`config.mk`:
```
export PLATFORM = sky130hd
export DESIGN_NAME = eprom_bootload_program_control
export DESIGN_NICKNAME = d
export VERILOG_FILES = /design/src/eprom_boot_pkg.sv /design/src/eprom_bootload_program_control.sv
export SDC_FILE = /design/constraint.sdc
export NUM_CORES = 1
export LEC_CHECK = 0
export CAP_MARGIN = 20
export CELL_PAD_IN_SITES_DETAIL_PLACEMENT = 0
export CELL_PAD_IN_SITES_GLOBAL_PLACEMENT = 1
export CORE_AREA = 2 2 60 119
export DETAILED_ROUTE_END_ITERATION = 16
export DIE_AREA = 0 0 62 121
export DONT_BUFFER_PORTS = 1
export PLACE_DENSITY = 0.77
export SYNTH_ARGS = -nofsm -noshare
export SYNTH_HDL_FRONTEND = slang
export SYNTH_SLANG_ARGS = --single-unit
```
`constraint.sdc`:
```
create_clock -name hclk -period 2 [get_ports hclk]
set_input_delay 0.4 -clock hclk [delete_from_list [all_inputs] [get_ports hclk]]
set_output_delay 0.4 -clock hclk [all_outputs]
set_load 0.01 [all_outputs]
```
`src/eprom_boot_pkg.sv`:
```
// shared constants, field layouts and carriers for the eprom bootload and
// programming control block
// assumes an ahb-lite master with 32-bit data and a cpu-side eprom port
package eprom_boot_pkg;

  // register byte offsets within the slave window
  localparam logic [7:0] CTRL_OFFSET   = 8'h00;
  localparam logic [7:0] STATUS_OFFSET = 8'h04;
  localparam logic [7:0] LAMP_OFFSET   = 8'h08;

  // nvm_burn_control field positions and reset value
  localparam int         HOLD_BIT   = 2;
  localparam int         BURN_BIT   = 0;
  localparam logic [7:0] CTRL_RESET = 8'h00;

  // status register field positions
  localparam int ST_BOOT_BIT   = 0;
  localparam int ST_FN_LSB     = 1;
  localparam int ST_HOLD_BIT   = 4;
  localparam int ST_BURN_BIT   = 5;
  localparam int ST_LATCH_BIT  = 6;
  localparam int ST_READ_BIT   = 7;

  // lamp register field positions
  localparam int LAMP_BURN_BIT  = 0;
  localparam int LAMP_CHECK_BIT = 1;

  // eprom geometry and the bootloader rom window
  localparam int          EPROM_ADDR_W   = 16;
  localparam int          EPROM_DATA_W   = 8;
  localparam logic [15:0] BOOT_ROM_FIRST = 16'h3F00;
  localparam logic [15:0] BOOT_ROM_LAST  = 16'h3FEF;

  // ahb-lite encodings used by the slave
  localparam logic [1:0] HTRANS_NONSEQ = 2'h2;
  localparam logic       HRESP_OKAY    = 1'h0;

  // bootloader function chosen by the three select pins
  typedef enum logic [2:0] {
    FN_NVM_BURN_CONTROL_VERIFY = 3'b000,
    FN_VERIFY_ONLY = 3'b001,
    FN_LOAD_EXEC   = 3'b010,
    FN_SECURE      = 3'b011,
    FN_NONE        = 3'b100
  } boot_fn_t;

  // ahb-lite request side as seen by the slave
  typedef struct packed {
    logic        hsel;
    logic [31:0] haddr;
    logic [1:0]  htrans;
    logic        hwrite;
    logic [2:0]  hsize;
    logic [31:0] hwdata;
    logic        hready;
  } ahb_req_t;

  // ahb-lite answer side
  typedef struct packed {
    logic        hreadyout;
    logic        hresp;
    logic [31:0] hrdata;
  } ahb_resp_t;

  // mode straps and function select pins
  typedef struct packed {
    logic irq_at_test_level;
    logic capture_input_pin;
    logic function_select_high;
    logic function_select_mid;
    logic function_select_low;
  } boot_pins_t;

  // cpu write towards an eprom location
  typedef struct packed {
    logic                    valid;
    logic [EPROM_ADDR_W-1:0] addr;
    logic [EPROM_DATA_W-1:0] data;
  } eprom_wr_t;

  // controls towards the eprom array
  typedef struct packed {
    logic                    read_en;
    logic                    nvm_burn_control_voltage;
    logic                    latch_valid;
    logic [EPROM_ADDR_W-1:0] latch_addr;
    logic [EPROM_DATA_W-1:0] latch_data;
  } eprom_ctl_t;

  // indicator pins, output enable low while driving
  typedef struct packed {
    logic burn_indicator_pin_o;
    logic burn_indicator_pin_oe_n;
    logic check_indicator_pin_o;
    logic check_indicator_pin_oe_n;
  } lamp_pins_t;

endpackage : eprom_boot_pkg

```
`src/eprom_bootload_program_control.sv`:
```
// eprom bootload mode entry, function select decode and programming control
// with an ahb-lite register slave
// assumes all pin inputs are synchronous to hclk and the cpu eprom write
// port presents one-cycle write strobes
`timescale 1ns/1ps
`default_nettype none

module eprom_bootload_program_control
  import eprom_boot_pkg::*;
(
  input  wire  logic                     hclk,
  input  wire  logic                     hresetn,
  input  wire  eprom_boot_pkg::ahb_req_t   bus_req,
  output var   eprom_boot_pkg::ahb_resp_t  bus_resp,
  input  wire  eprom_boot_pkg::boot_pins_t pins,
  input  wire  eprom_boot_pkg::eprom_wr_t  cpu_wr,
  input  wire  logic [15:0]              cpu_addr,
  output var   eprom_boot_pkg::eprom_ctl_t eprom_ctl,
  output var   eprom_boot_pkg::lamp_pins_t lamps,
  output var   logic                     boot_mode,
  output var   eprom_boot_pkg::boot_fn_t   boot_function,
  output var   logic                     boot_rom_select
);
  import eprom_boot_pkg::*;

  // every flip-flop of the block lives in this one record
  typedef struct packed {
    logic                    strap_taken;  // mode straps already caught
    logic                    boot_mode;    // bootloader mode active
    boot_fn_t                fn;           // decoded bootloader function
    logic                    hold;         // bus hold bit
    logic                    burn;         // burn voltage bit
    logic                    read_en;      // normal eprom reading allowed
    logic                    latch_valid;  // a write has been latched
    logic [EPROM_ADDR_W-1:0] latch_addr;   // latched eprom address
    logic [EPROM_DATA_W-1:0] latch_data;   // latched eprom data
    logic                    lamp_burn;    // burn lamp level
    logic                    lamp_check;   // check lamp level
    logic                    rom_sel;      // cpu inside bootloader rom
    logic                    dph_valid;    // ahb data phase pending
    logic                    dph_write;    // pending phase is a write
    logic [7:0]              dph_addr;     // pending phase byte offset
    logic                    hreadyout;    // ahb ready answer
    logic [31:0]             hrdata;       // ahb read data
  } block_state_t;

  block_state_t s_reg;   // registered state
  block_state_t s_next;  // next state

  // decode the three select pins; the high pin overrides the other two
  function automatic boot_fn_t decode_fn(input logic hi, input logic mid,
                                         input logic lo);
    boot_fn_t f;
    f = FN_NONE;
    if (hi)
      f = FN_SECURE;
    else if (!mid && !lo)
      f = FN_NVM_BURN_CONTROL_VERIFY;
    else if (!mid && lo)
      f = FN_VERIFY_ONLY;
    else if (mid && !lo)
      f = FN_LOAD_EXEC;
    return f;
  endfunction : decode_fn

  // true when a cpu address falls in the bootloader rom window
  function automatic logic in_boot_rom(input logic [15:0] a);
    return (a >= BOOT_ROM_FIRST) && (a <= BOOT_ROM_LAST);
  endfunction : in_boot_rom

  // assemble the status word from a state record
  function automatic logic [31:0] status_word(input block_state_t st);
    logic [31:0] w;
    w = 32'h0000_0000;
    w[ST_BOOT_BIT]               = st.boot_mode;
    w[ST_FN_LSB +: 3]            = st.fn;
    w[ST_HOLD_BIT]               = st.hold;
    w[ST_BURN_BIT]               = st.burn;
    w[ST_LATCH_BIT]              = st.latch_valid;
    w[ST_READ_BIT]               = st.read_en;
    return w;
  endfunction : status_word

  // next-state logic for straps, registers, latch and bus slave
  always_comb
  begin
    logic [7:0] wr_byte;
    logic       addr_phase;
    s_next     = s_reg;
    wr_byte    = bus_req.hwdata[7:0];
    addr_phase = bus_req.hsel && (bus_req.htrans == HTRANS_NONSEQ) &&
                 bus_req.hready;

    // straps are caught once, on the first edge after reset release
    if (!s_reg.strap_taken)
    begin
      s_next.strap_taken = 1'b1;
      s_next.boot_mode   = pins.irq_at_test_level &&
                           pins.capture_input_pin;
    end

    // function select only means something in bootloader mode
    if (s_reg.boot_mode)
      s_next.fn = decode_fn(pins.function_select_high,
                            pins.function_select_mid,
                            pins.function_select_low);
    else
      s_next.fn = FN_NONE;

    // data phase of a write: hwdata is valid now
    if (s_reg.dph_valid && s_reg.dph_write)
    begin
      if (s_reg.dph_addr == CTRL_OFFSET)
      begin
        // bits other than hold and burn are dropped, so software that
        // writes them as zero and software that does not behave alike
        s_next.hold = wr_byte[HOLD_BIT];
        // burn needs hold both already set and kept set by this write
        s_next.burn = wr_byte[BURN_BIT] && wr_byte[HOLD_BIT] &&
                      s_reg.hold;
      end
      else if (s_reg.dph_addr == LAMP_OFFSET)
      begin
        // lamps belong to the bootloader; user mode writes are ignored
        if (s_reg.boot_mode)
        begin
          s_next.lamp_burn  = wr_byte[LAMP_BURN_BIT];
          s_next.lamp_check = wr_byte[LAMP_CHECK_BIT];
        end
      end
    end

    // address and data latch towards the array
    if (!s_next.hold)
    begin
      s_next.latch_valid = 1'b0;
    end
    else if (s_reg.hold && !s_reg.latch_valid && cpu_wr.valid)
    begin
      // only the first eprom write after hold is kept
      s_next.latch_valid = 1'b1;
      s_next.latch_addr  = cpu_wr.addr;
      s_next.latch_data  = cpu_wr.data;
    end
    s_next.read_en = !s_next.hold;

    // bootloader rom window select, one cycle behind cpu_addr
    s_next.rom_sel = in_boot_rom(cpu_addr);

    // ahb address phase capture
    s_next.dph_valid = addr_phase;
    s_next.dph_write = bus_req.hwrite;
    s_next.dph_addr  = bus_req.haddr[7:0];
    s_next.hreadyout = 1'b1;

    // read data is taken from next state so a read right behind a
    // write already sees the written value
    s_next.hrdata = 32'h0000_0000;
    if (addr_phase && !bus_req.hwrite)
    begin
      if (bus_req.haddr[7:0] == CTRL_OFFSET)
      begin
        s_next.hrdata[HOLD_BIT] = s_next.hold;
        s_next.hrdata[BURN_BIT] = s_next.burn;
      end
      else if (bus_req.haddr[7:0] == STATUS_OFFSET)
      begin
        s_next.hrdata = status_word(s_next);
      end
      else if (bus_req.haddr[7:0] == LAMP_OFFSET)
      begin
        s_next.hrdata[LAMP_BURN_BIT]  = s_next.lamp_burn;
        s_next.hrdata[LAMP_CHECK_BIT] = s_next.lamp_check;
      end
    end
  end

  // state register; reset gives user mode, volts off, bus idle
  always_ff @(posedge hclk or negedge hresetn)
  begin
    if (!hresetn)
    begin
      s_reg             <= '0;
      s_reg.fn          <= FN_NONE;
      s_reg.hold        <= CTRL_RESET[HOLD_BIT];
      s_reg.burn        <= CTRL_RESET[BURN_BIT];
      s_reg.read_en     <= 1'b1;
      s_reg.hreadyout   <= 1'b1;
    end
    else
    begin
      s_reg <= s_next;
    end
  end

  // outputs come straight from the state record; hresp is tied to okay
  assign bus_resp.hreadyout = s_reg.hreadyout;
  assign bus_resp.hresp     = HRESP_OKAY;
  assign bus_resp.hrdata    = s_reg.hrdata;

  // array controls; voltage follows the burn bit only
  assign eprom_ctl.read_en      = s_reg.read_en;
  assign eprom_ctl.nvm_burn_control_voltage = s_reg.burn;
  assign eprom_ctl.latch_valid  = s_reg.latch_valid;
  assign eprom_ctl.latch_addr   = s_reg.latch_addr;
  assign eprom_ctl.latch_data   = s_reg.latch_data;

  // lamp pins are released in user mode so the port stays ordinary
  assign lamps.burn_indicator_pin_o     = s_reg.lamp_burn;
  assign lamps.burn_indicator_pin_oe_n  = !s_reg.boot_mode;
  assign lamps.check_indicator_pin_o    = s_reg.lamp_check;
  assign lamps.check_indicator_pin_oe_n = !s_reg.boot_mode;

  assign boot_mode       = s_reg.boot_mode;
  assign boot_function   = s_reg.fn;
  assign boot_rom_select = s_reg.rom_sel;

  // helper: a control write is in its data phase
  logic ctrl_wr_now;
  assign ctrl_wr_now = s_reg.dph_valid && s_reg.dph_write &&
                       (s_reg.dph_addr == CTRL_OFFSET);

  // helper: a lamp write is in its data phase in bootloader mode
  logic lamp_wr_now;
  assign lamp_wr_now = s_reg.dph_valid && s_reg.dph_write &&
                       s_reg.boot_mode && (s_reg.dph_addr == LAMP_OFFSET);
endmodule : eprom_bootload_program_control

`default_nettype wire

```
==> impl_metrics.env, run 1 <==
export IMPL_synth_edf_count=0
export IMPL_die_x_um=62
export IMPL_worstPathCellList="nor4b_4 -> nand4b_4 -> o21ai_4 -> buf_12 -> mux2_2"
export IMPL_synth_mux_area_frac=0.123
export IMPL_p_leak_nw=1.12
export IMPL_num_rows=42
export IMPL_area_growth_pct=-4.70
export IMPL_syn_area_mm2=0.00255
export IMPL_htreeDepth=2
export IMPL_final_common_cell="dfrtp_1"
export IMPL_worst_path_max_fanout=24
export IMPL_ir_drop_uv=414
export IMPL_post_cts_resized=0
export IMPL_crit_path_max_incr_delay_ns=0.40
export IMPL_max_cap_violations=0
export IMPL_grt_pass1_wl_mm=5.80
export IMPL_synth_xor_xnor_area_share=0
export IMPL_start_util=0.389
export IMPL_finalWirelength_mm=3.98
export IMPL_drt_iter0_drc=37
export IMPL_min_period_ns=1.84
export IMPL_crit_path_end_kind="register"
export IMPL_dieArea_mm2=0.00750
export IMPL_ios=190
export IMPL_final_min_period_over_clock_period=0.922
export IMPL_grt_pass1_vias=1188
export IMPL_drtAntennaViolNets=0
export IMPL_wl_per_cell_um=15.2
export IMPL_yosysWarnings=0
export IMPL_fp_dieH_um=121
export IMPL_ys_seq_area_frac=0.530
export IMPL_cp_data_required_time_ns=2.17
export IMPL_hold_worst_slack_ns=0.135
export IMPL_syn_avg_cell_area_um2=12.3
export IMPL_synthSimpleGateAreaFrac=0.103
export IMPL_synth_flop_cell="dfrtp_1"
export IMPL_antenna_found_initial=0
export IMPL_hold_violations=0
export IMPL_final_cell_mix="dfrtp_1, conb_1, mux2_1"
export IMPL_clock_sinks=54
export IMPL_yosys_area_share_adder=0
export IMPL_rsz0062_at_grt="no"
export IMPL_drive_gt1_frac=0.121
export IMPL_clkLatencyLatePin_ns=0.29
export IMPL_synth_top_area_cell="dfrtp_1"
export IMPL_synth_top_area_share=0.509
export IMPL_path_delay_family="simple AND/OR/NAND/NOR gates"
export IMPL_synthArstFlopShare=1.00
export IMPL_slew_viol_final=0
export IMPL_critPathSlowestCell="dfrtp_1"
export IMPL_synth_cell_types=33
export IMPL_coreArea_mm2=0.00657
export IMPL_gp_congestion=0.695
export IMPL_setup_violations=0
export IMPL_grt_overflow_total=0
export IMPL_via_count=1198
export IMPL_path_class="reg2reg"
export IMPL_dpl_hpwl_mm=3.08
export IMPL_clock_root_buffer="clkbuf_16"
export IMPL_port_buffers=0
export IMPL_cts_tree="yes"
export IMPL_synth_seq_cells=54
export IMPL_synth_top_family_by_area="buffers and inverters"
export IMPL_worstPathArrival_ns=2.01
export IMPL_first_pass_iters=2
export IMPL_skew_ns=0.00606
export IMPL_synth_compound_area_frac=0.0264
export IMPL_grt_max_degree=55
export IMPL_cp_num_buf_inv=1
export IMPL_grt_use_total=0.110
export IMPL_yosys_top_cells_area="dfrtp_1, buf_4, mux2_1"
export IMPL_drc=0
export IMPL_clock_fmax_ghz=0.542
export IMPL_hold_class="in2reg"
export IMPL_nFillCells=657
export IMPL_cp_start_kind="register"
export IMPL_cts_setup_buffers=0
export IMPL_nets=292
export IMPL_vias_per_cell=4.59
export IMPL_hold_buffers=2
export IMPL_final_util=0.371
export IMPL_synthCells=207
export IMPL_outcome="complete, no violations"
export IMPL_finalSetupTns_ns=0
export IMPL_largest_reg_flops=27
export IMPL_powerDensity_mw_per_mm2=966
export IMPL_cts_buffers=5
export IMPL_n_antenna_cell=0
export IMPL_cts_buffer_depth=2
export IMPL_clk_pin_slew_worst_paths_ns=0.07
kinds of logic after synthesis:
logic type,after synthesis
mux,28
buf+inv,75
flops,54
other cells,2
simple gates,39
compound gates,9
synth_stat cells (3+ instances only):
cell	n
o21ai_0	3
nand2_1	8
nor3_1	3
nor2b_1	4
mux2_2	5
buf_4	67
dfrtp_1	52
nor2_1	7
and3_1	4
mux2_1	20
inv_1	5
worst register-to-register path, cell delays in order (launching register included):
cell      delay, ns
dfrtp_1        0.40
nor4b_4        0.40
nand4b_4       0.20
o21ai_4        0.18
buf_12         0.19
mux2_2         0.36
cell type report:
type | count | area (um2) | area share
multi-input cells | 103 | 747 | 0.307
flip-flops and latches | 54 | 1350 | 0.556
clock inverters | 1 | 5.00 | 0.00206
inverters | 5 | 18.8 | 0.00771
well taps | 88 | 110 | 0.0452
repair buffers | 3 | 57.6 | 0.0236
clock buffers | 7 | 143 | 0.0586
through the flow:
stage,power (mW),cell area [um2],worst slack (ns),std cells
2_1_floorplan,1.63,2650,0.254,232
3_5_place_dp,1.50,2250,0.143,251
3_3_place_gp,1.49,2250,0.192,251
6_report,2.35,2430,0.156,261
5_1_grt,2.48,2430,0.0610,261
4_1_cts,2.41,2430,0.130,261
routing by layer:
layer  routed length [um]  global-route usage  up-vias
met5                    0                   0        -
met1                 1340               0.111      576
met3                  451              0.0384        7
met2                 2080               0.185       91
met4                  108              0.0598        0
li1                     -                   -      524
report_power, final:
| part | switching, mW | internal (mW) | leakage (nW) |
|---|---|---|---|
| sequential | 0.120 | 1.21 | 0.661 |
| clock | 0.354 | 0.496 | 0.0739 |
| combinational | 0.0939 | 0.0814 | 0.389 |
worst paths after layout:
kind	startpoint	endpoint	slack [ns]	cells after the start
max	s_reg[38]	eprom_ctl[19]	0.16	5
min	bus_req[36]	s_reg[41]	0.14	0
max reg2reg	s_reg[38]	eprom_ctl[19]	0.16	5
min reg2reg	s_reg[78]	boot_mode	0.51	1
max in group asynchronous	hresetn	eprom_ctl[26]	1.09	2
min in group asynchronous	hresetn	eprom_ctl[13]	0.64	2
Note: power is estimated with default switching activity, not from simulation.
==> run 2: changes to the inputs <==
==> constraint.sdc (replaced) <==
create_clock -name hclk -period 2 [get_ports hclk]
set_input_delay 0.2 -clock hclk [delete_from_list [all_inputs] [get_ports hclk]]
set_output_delay 0.2 -clock hclk [all_outputs]
set_load 0.01 [all_outputs]
==> impl_metrics.env, run 2 (synthesis gave the netlist of run 1 again) <==
export IMPL_clock_sinks=54
export IMPL_clkLatencyLatePin_ns=0.29
export IMPL_grt_pass1_vias=1231
export IMPL_powerDensity_mw_per_mm2=938
export IMPL_max_cap_violations=0
export IMPL_num_rows=42
export IMPL_nFillCells=644
export IMPL_clock_fmax_ghz=0.543
export IMPL_r2r_slack_ns=0.16
export IMPL_place_ws_ns=0.143
export IMPL_n_antenna_cell=0
export IMPL_p_leak_nw=1.16
export IMPL_min_period_ns=1.84
export IMPL_fin_ws_ns=0.157
export IMPL_hold_violations=0
export IMPL_hold_worst_slack_ns=0.0401
export IMPL_port_buffers=0
export IMPL_finalSetupTns_ns=0
export IMPL_drtAntennaViolNets=0
export IMPL_drt_iter0_drc=37
export IMPL_hold_class="in2reg"
export IMPL_setup_violations=0
export IMPL_grt_use_total=0.112
export IMPL_wl_per_cell_um=15.0
export IMPL_drive_gt1_frac=0.115
export IMPL_cts_buffers=5
export IMPL_cts_buffer_depth=2
export IMPL_vias_per_cell=4.53
export IMPL_post_cts_resized=0
export IMPL_dieArea_mm2=0.00750
export IMPL_cp_data_required_time_ns=2.17
export IMPL_dpl_hpwl_mm=3.08
export IMPL_area_growth_pct=-1.18
export IMPL_clock_root_buffer="clkbuf_16"
export IMPL_htreeDepth=2
export IMPL_grt_overflow_total=0
export IMPL_first_pass_iters=2
export IMPL_final_cell_mix="dfrtp_1, conb_1, mux2_1"
export IMPL_drc=0
export IMPL_crit_path_end_kind="register"
export IMPL_final_common_cell="dfrtp_1"
export IMPL_ir_drop_uv=428
export IMPL_die_x_um=62
export IMPL_nets=301
export IMPL_slew_viol_final=0
export IMPL_final_min_period_over_clock_period=0.921
export IMPL_skew_ns=0.00620
export IMPL_fp_dieH_um=121
export IMPL_via_count=1222
export IMPL_path_class="reg2reg"
export IMPL_antenna_found_initial=0
export IMPL_clk_pin_slew_worst_paths_ns=0.06
export IMPL_worst_path_max_fanout=24
export IMPL_ios=190
export IMPL_largest_reg_flops=27
export IMPL_start_util=0.389
export IMPL_grt_pass1_wl_mm=5.98
export IMPL_cts_tree="yes"
export IMPL_rsz0062_at_grt="no"
export IMPL_finalWirelength_mm=4.06
export IMPL_worstPathArrival_ns=2.01
export IMPL_cp_start_kind="register"
export IMPL_gp_congestion=0.695
export IMPL_grt_max_degree=55
export IMPL_ff2ff_path_depth=5
export IMPL_coreArea_mm2=0.00657
export IMPL_worstHoldPathCells=1
export IMPL_outcome="complete, no violations"
==> run 2: cell count changes in the layout (fill, tap and decap cells not counted) <==
cell           previous run  this run
dlygate4sd3_1             1        10
==> run 2: worst max-delay path, stage by stage, from the launching register on <==
cell	delay, ns
dfrtp_1	0.40
nor4b_4	0.40
nand4b_4	0.20
o21ai_4	0.18
buf_12	0.19
mux2_2	0.35
==> run 2: cell type report <==
type,count,area [um2],share of cell area
clock buffers,7,143,0.0565
clock inverters,1,5.00,0.00198
inverters,5,18.8,0.00743
multi-input cells,103,747,0.296
flip-flops and latches,54,1350,0.536
well taps,88,110,0.0436
repair buffers,12,148,0.0585
==> run 2: repair_timing <==
| item | 4_1_cts | 5_1_grt |
|---|---|---|
| endpoints found under the hold margin | 63 | 0 |
| setup buffers | 0 | 0 |
| hold buffers | 11 | 0 |
==> run 2: worst paths after layout <==
check                      startpoint            end
max in group asynchronous     hresetn  eprom_ctl[26]
setup / recovery            s_reg[38]  eprom_ctl[19]
hold / removal             cpu_wr[17]  eprom_ctl[17]
hold reg to reg             s_reg[78]      boot_mode
min in group asynchronous     hresetn  eprom_ctl[13]
setup reg to reg            s_reg[38]  eprom_ctl[19]
==> run 2: metal layers <==
layer | GRT usage | share of wire | up-vias
li1 | - | - | 541
met1 | 0.115 | 0.33 | 582
met2 | 0.190 | 0.53 | 92
met3 | 0.0373 | 0.11 | 7
met4 | 0.0598 | 0.027 | 0
met5 | 0 | 0 | -
==> run 2: where the power goes <==
part | total (mW) | leakage, nW | switching (mW) | internal [mW]
sequential | 1.33 | 0.661 | 0.120 | 1.21
clock | 0.853 | 0.0739 | 0.356 | 0.496
combinational | 0.189 | 0.427 | 0.0963 | 0.0930
==> run 2: metrics by stage <==
step           area (um2)  total power [mW]  cells  utilization
2_1_floorplan        2650              1.63    232            -
3_3_place_gp         2250              1.49    251        0.342
3_5_place_dp         2250              1.50    251        0.342
4_1_cts              2520              2.42    270        0.384
5_1_grt              2520              2.50    270        0.384
6_report             2520              2.37    270        0.384
==> run 3: changes to the inputs <==
- CORE_AREA: 2 2 60 119 -> 2 2 57 112
- CTS_CLUSTER_DIAMETER: default -> 80
- DIE_AREA: 0 0 62 121 -> 0 0 59 114
- PLACE_DENSITY: 0.77 -> 0.84
==> impl_metrics.env, run 3 (synthesis gave the netlist of run 1 again) <==
export IMPL_worst_path_max_fanout=24
export IMPL_p_comb_frac=0.075
export IMPL_multi_input_area_um2=747
export IMPL_ir_drop_uv=511
export IMPL_grt_pass1_vias=1310
export IMPL_powerDensity_mw_per_mm2=992
export IMPL_p_clk_frac=0.394
export IMPL_wl_per_cell_um=15.6
export IMPL_crit_path_end_kind="register"
export IMPL_dieArea_mm2=0.00673
export IMPL_vias_per_cell=5.09
export IMPL_cts_tree="yes"
export IMPL_clock_fmax_ghz=0.552
export IMPL_rsz0062_at_grt="no"
export IMPL_fp_dieH_um=114
export IMPL_largest_reg_flops=27
export IMPL_cts_buffer_depth=2
export IMPL_n_antenna_cell=0
export IMPL_clkLatencyLatePin_ns=0.29
export IMPL_gp_congestion=0.678
export IMPL_num_rows=40
export IMPL_max_cap_violations=0
export IMPL_via_count=1246
export IMPL_p_sw_frac=0.241
export IMPL_htreeDepth=2
export IMPL_first_pass_iters=4
export IMPL_clock_sinks=54
export IMPL_place_ws_ns=0.175
export IMPL_drive_gt1_frac=0.121
export IMPL_min_period_ns=1.81
export IMPL_placed_cell_area_mm2=0.00222
export IMPL_power_mw=2.50
export IMPL_slew_viol_final=0
export IMPL_drtAntennaViolNets=0
export IMPL_die_x_um=59
export IMPL_clock_root_buffer="clkbuf_16"
export IMPL_hold_worst_slack_ns=0.0320
export IMPL_fin_ws_ns=0.187
export IMPL_regArea_mm2=0.00135
export IMPL_finalWirelength_mm=3.82
export IMPL_port_buffers=0
export IMPL_cp_start_kind="register"
export IMPL_internal_power_mw=1.90
export IMPL_skew_ns=0.00519
export IMPL_grt_overflow_total=0
export IMPL_setup_violations=0
export IMPL_nFillCells=563
export IMPL_final_cell_mix="dfrtp_1, conb_1, mux2_1"
export IMPL_grt_use_total=0.116
export IMPL_drt_iter0_drc=30
export IMPL_area_growth_pct=-1.37
export IMPL_pwr_share_seq=0.531
export IMPL_drc=0
export IMPL_final_common_cell="dfrtp_1"
export IMPL_switching_power_mw=0.602
export IMPL_outcome="complete, no violations"
export IMPL_worstPathArrival_ns=1.98
export IMPL_start_util=0.433
export IMPL_cp_data_required_time_ns=2.17
export IMPL_p_leak_nw=1.17
export IMPL_hold_class="in2reg"
export IMPL_clk_pin_slew_worst_paths_ns=0.07
export IMPL_coreArea_mm2=0.00591
export IMPL_hold_violations=0
export IMPL_nets=301
export IMPL_grt_pass1_wl_mm=6.07
export IMPL_ios=190
export IMPL_grt_max_degree=55
export IMPL_final_min_period_over_clock_period=0.906
export IMPL_antenna_found_initial=0
export IMPL_finalSetupTns_ns=0
export IMPL_cts_buffers=5
export IMPL_cts_setup_buffers=0
export IMPL_dpl_hpwl_mm=2.88
export IMPL_fin_area_mm2=0.00252
export IMPL_path_class="reg2reg"
[run 3: worst max-delay path: stages, from the launching register on]
cell,delay [ns]
dfrtp_1,0.40
nor4_4,0.38
nand4b_4,0.19
o21ai_4,0.18
buf_12,0.20
mux2_1,0.34
[run 3: power groups by stage]
stage	logic, mW	clock network [mW]	registers, mW
finish	0.189	0.984	1.33
global route	0.215	1.06	1.34
CTS	0.193	1.02	1.33
detailed placement	0.149	0	1.35
global placement	0.140	0	1.34
floorplan	0.362	0	1.27
[run 3: what timing repair did]
action / 4_1_cts / 5_1_grt
hold buffers: 11 / 0
endpoints found under the hold margin: 63 / 0
resized for setup: 0 / 0
[run 3: layout make-up]
type,count,share of cell area
clock buffer,5,0.0497
timing repair buffer,12,0.0586
multi-input combinational,103,0.296
sequential,54,0.537
tap,63,0.0313
clock inverter,3,0.0194
inverter,5,0.00745
[run 3: through the flow]
stage / util / instances
finish: 0.427 / 245
global placement: 0.376 / 226
detailed placement: 0.376 / 226
global route: 0.427 / 245
floorplan: - / 232
CTS: 0.427 / 245
[run 3: routing by layer]
metal,GRT usage,part of all wire,wire (um)
met5,0,0,0
met2,0.188,0.48,1840
met1,0.134,0.36,1380
met3,0.0533,0.15,560
met4,0.0348,0.010,40
[run 3: final timing paths]
check                            from          endpoint  slack (ns)  cells after the start
hold / removal             bus_req[3]     eprom_ctl[26]        0.03                      1
setup reg to reg            s_reg[40]      eprom_ctl[6]        0.19                      5
setup / recovery            s_reg[40]      eprom_ctl[6]        0.19                      5
hold reg to reg             s_reg[78]         boot_mode        0.52                      1
max in group asynchronous     hresetn  boot_function[2]        1.30                      2
min in group asynchronous     hresetn     eprom_ctl[23]        0.43                      2
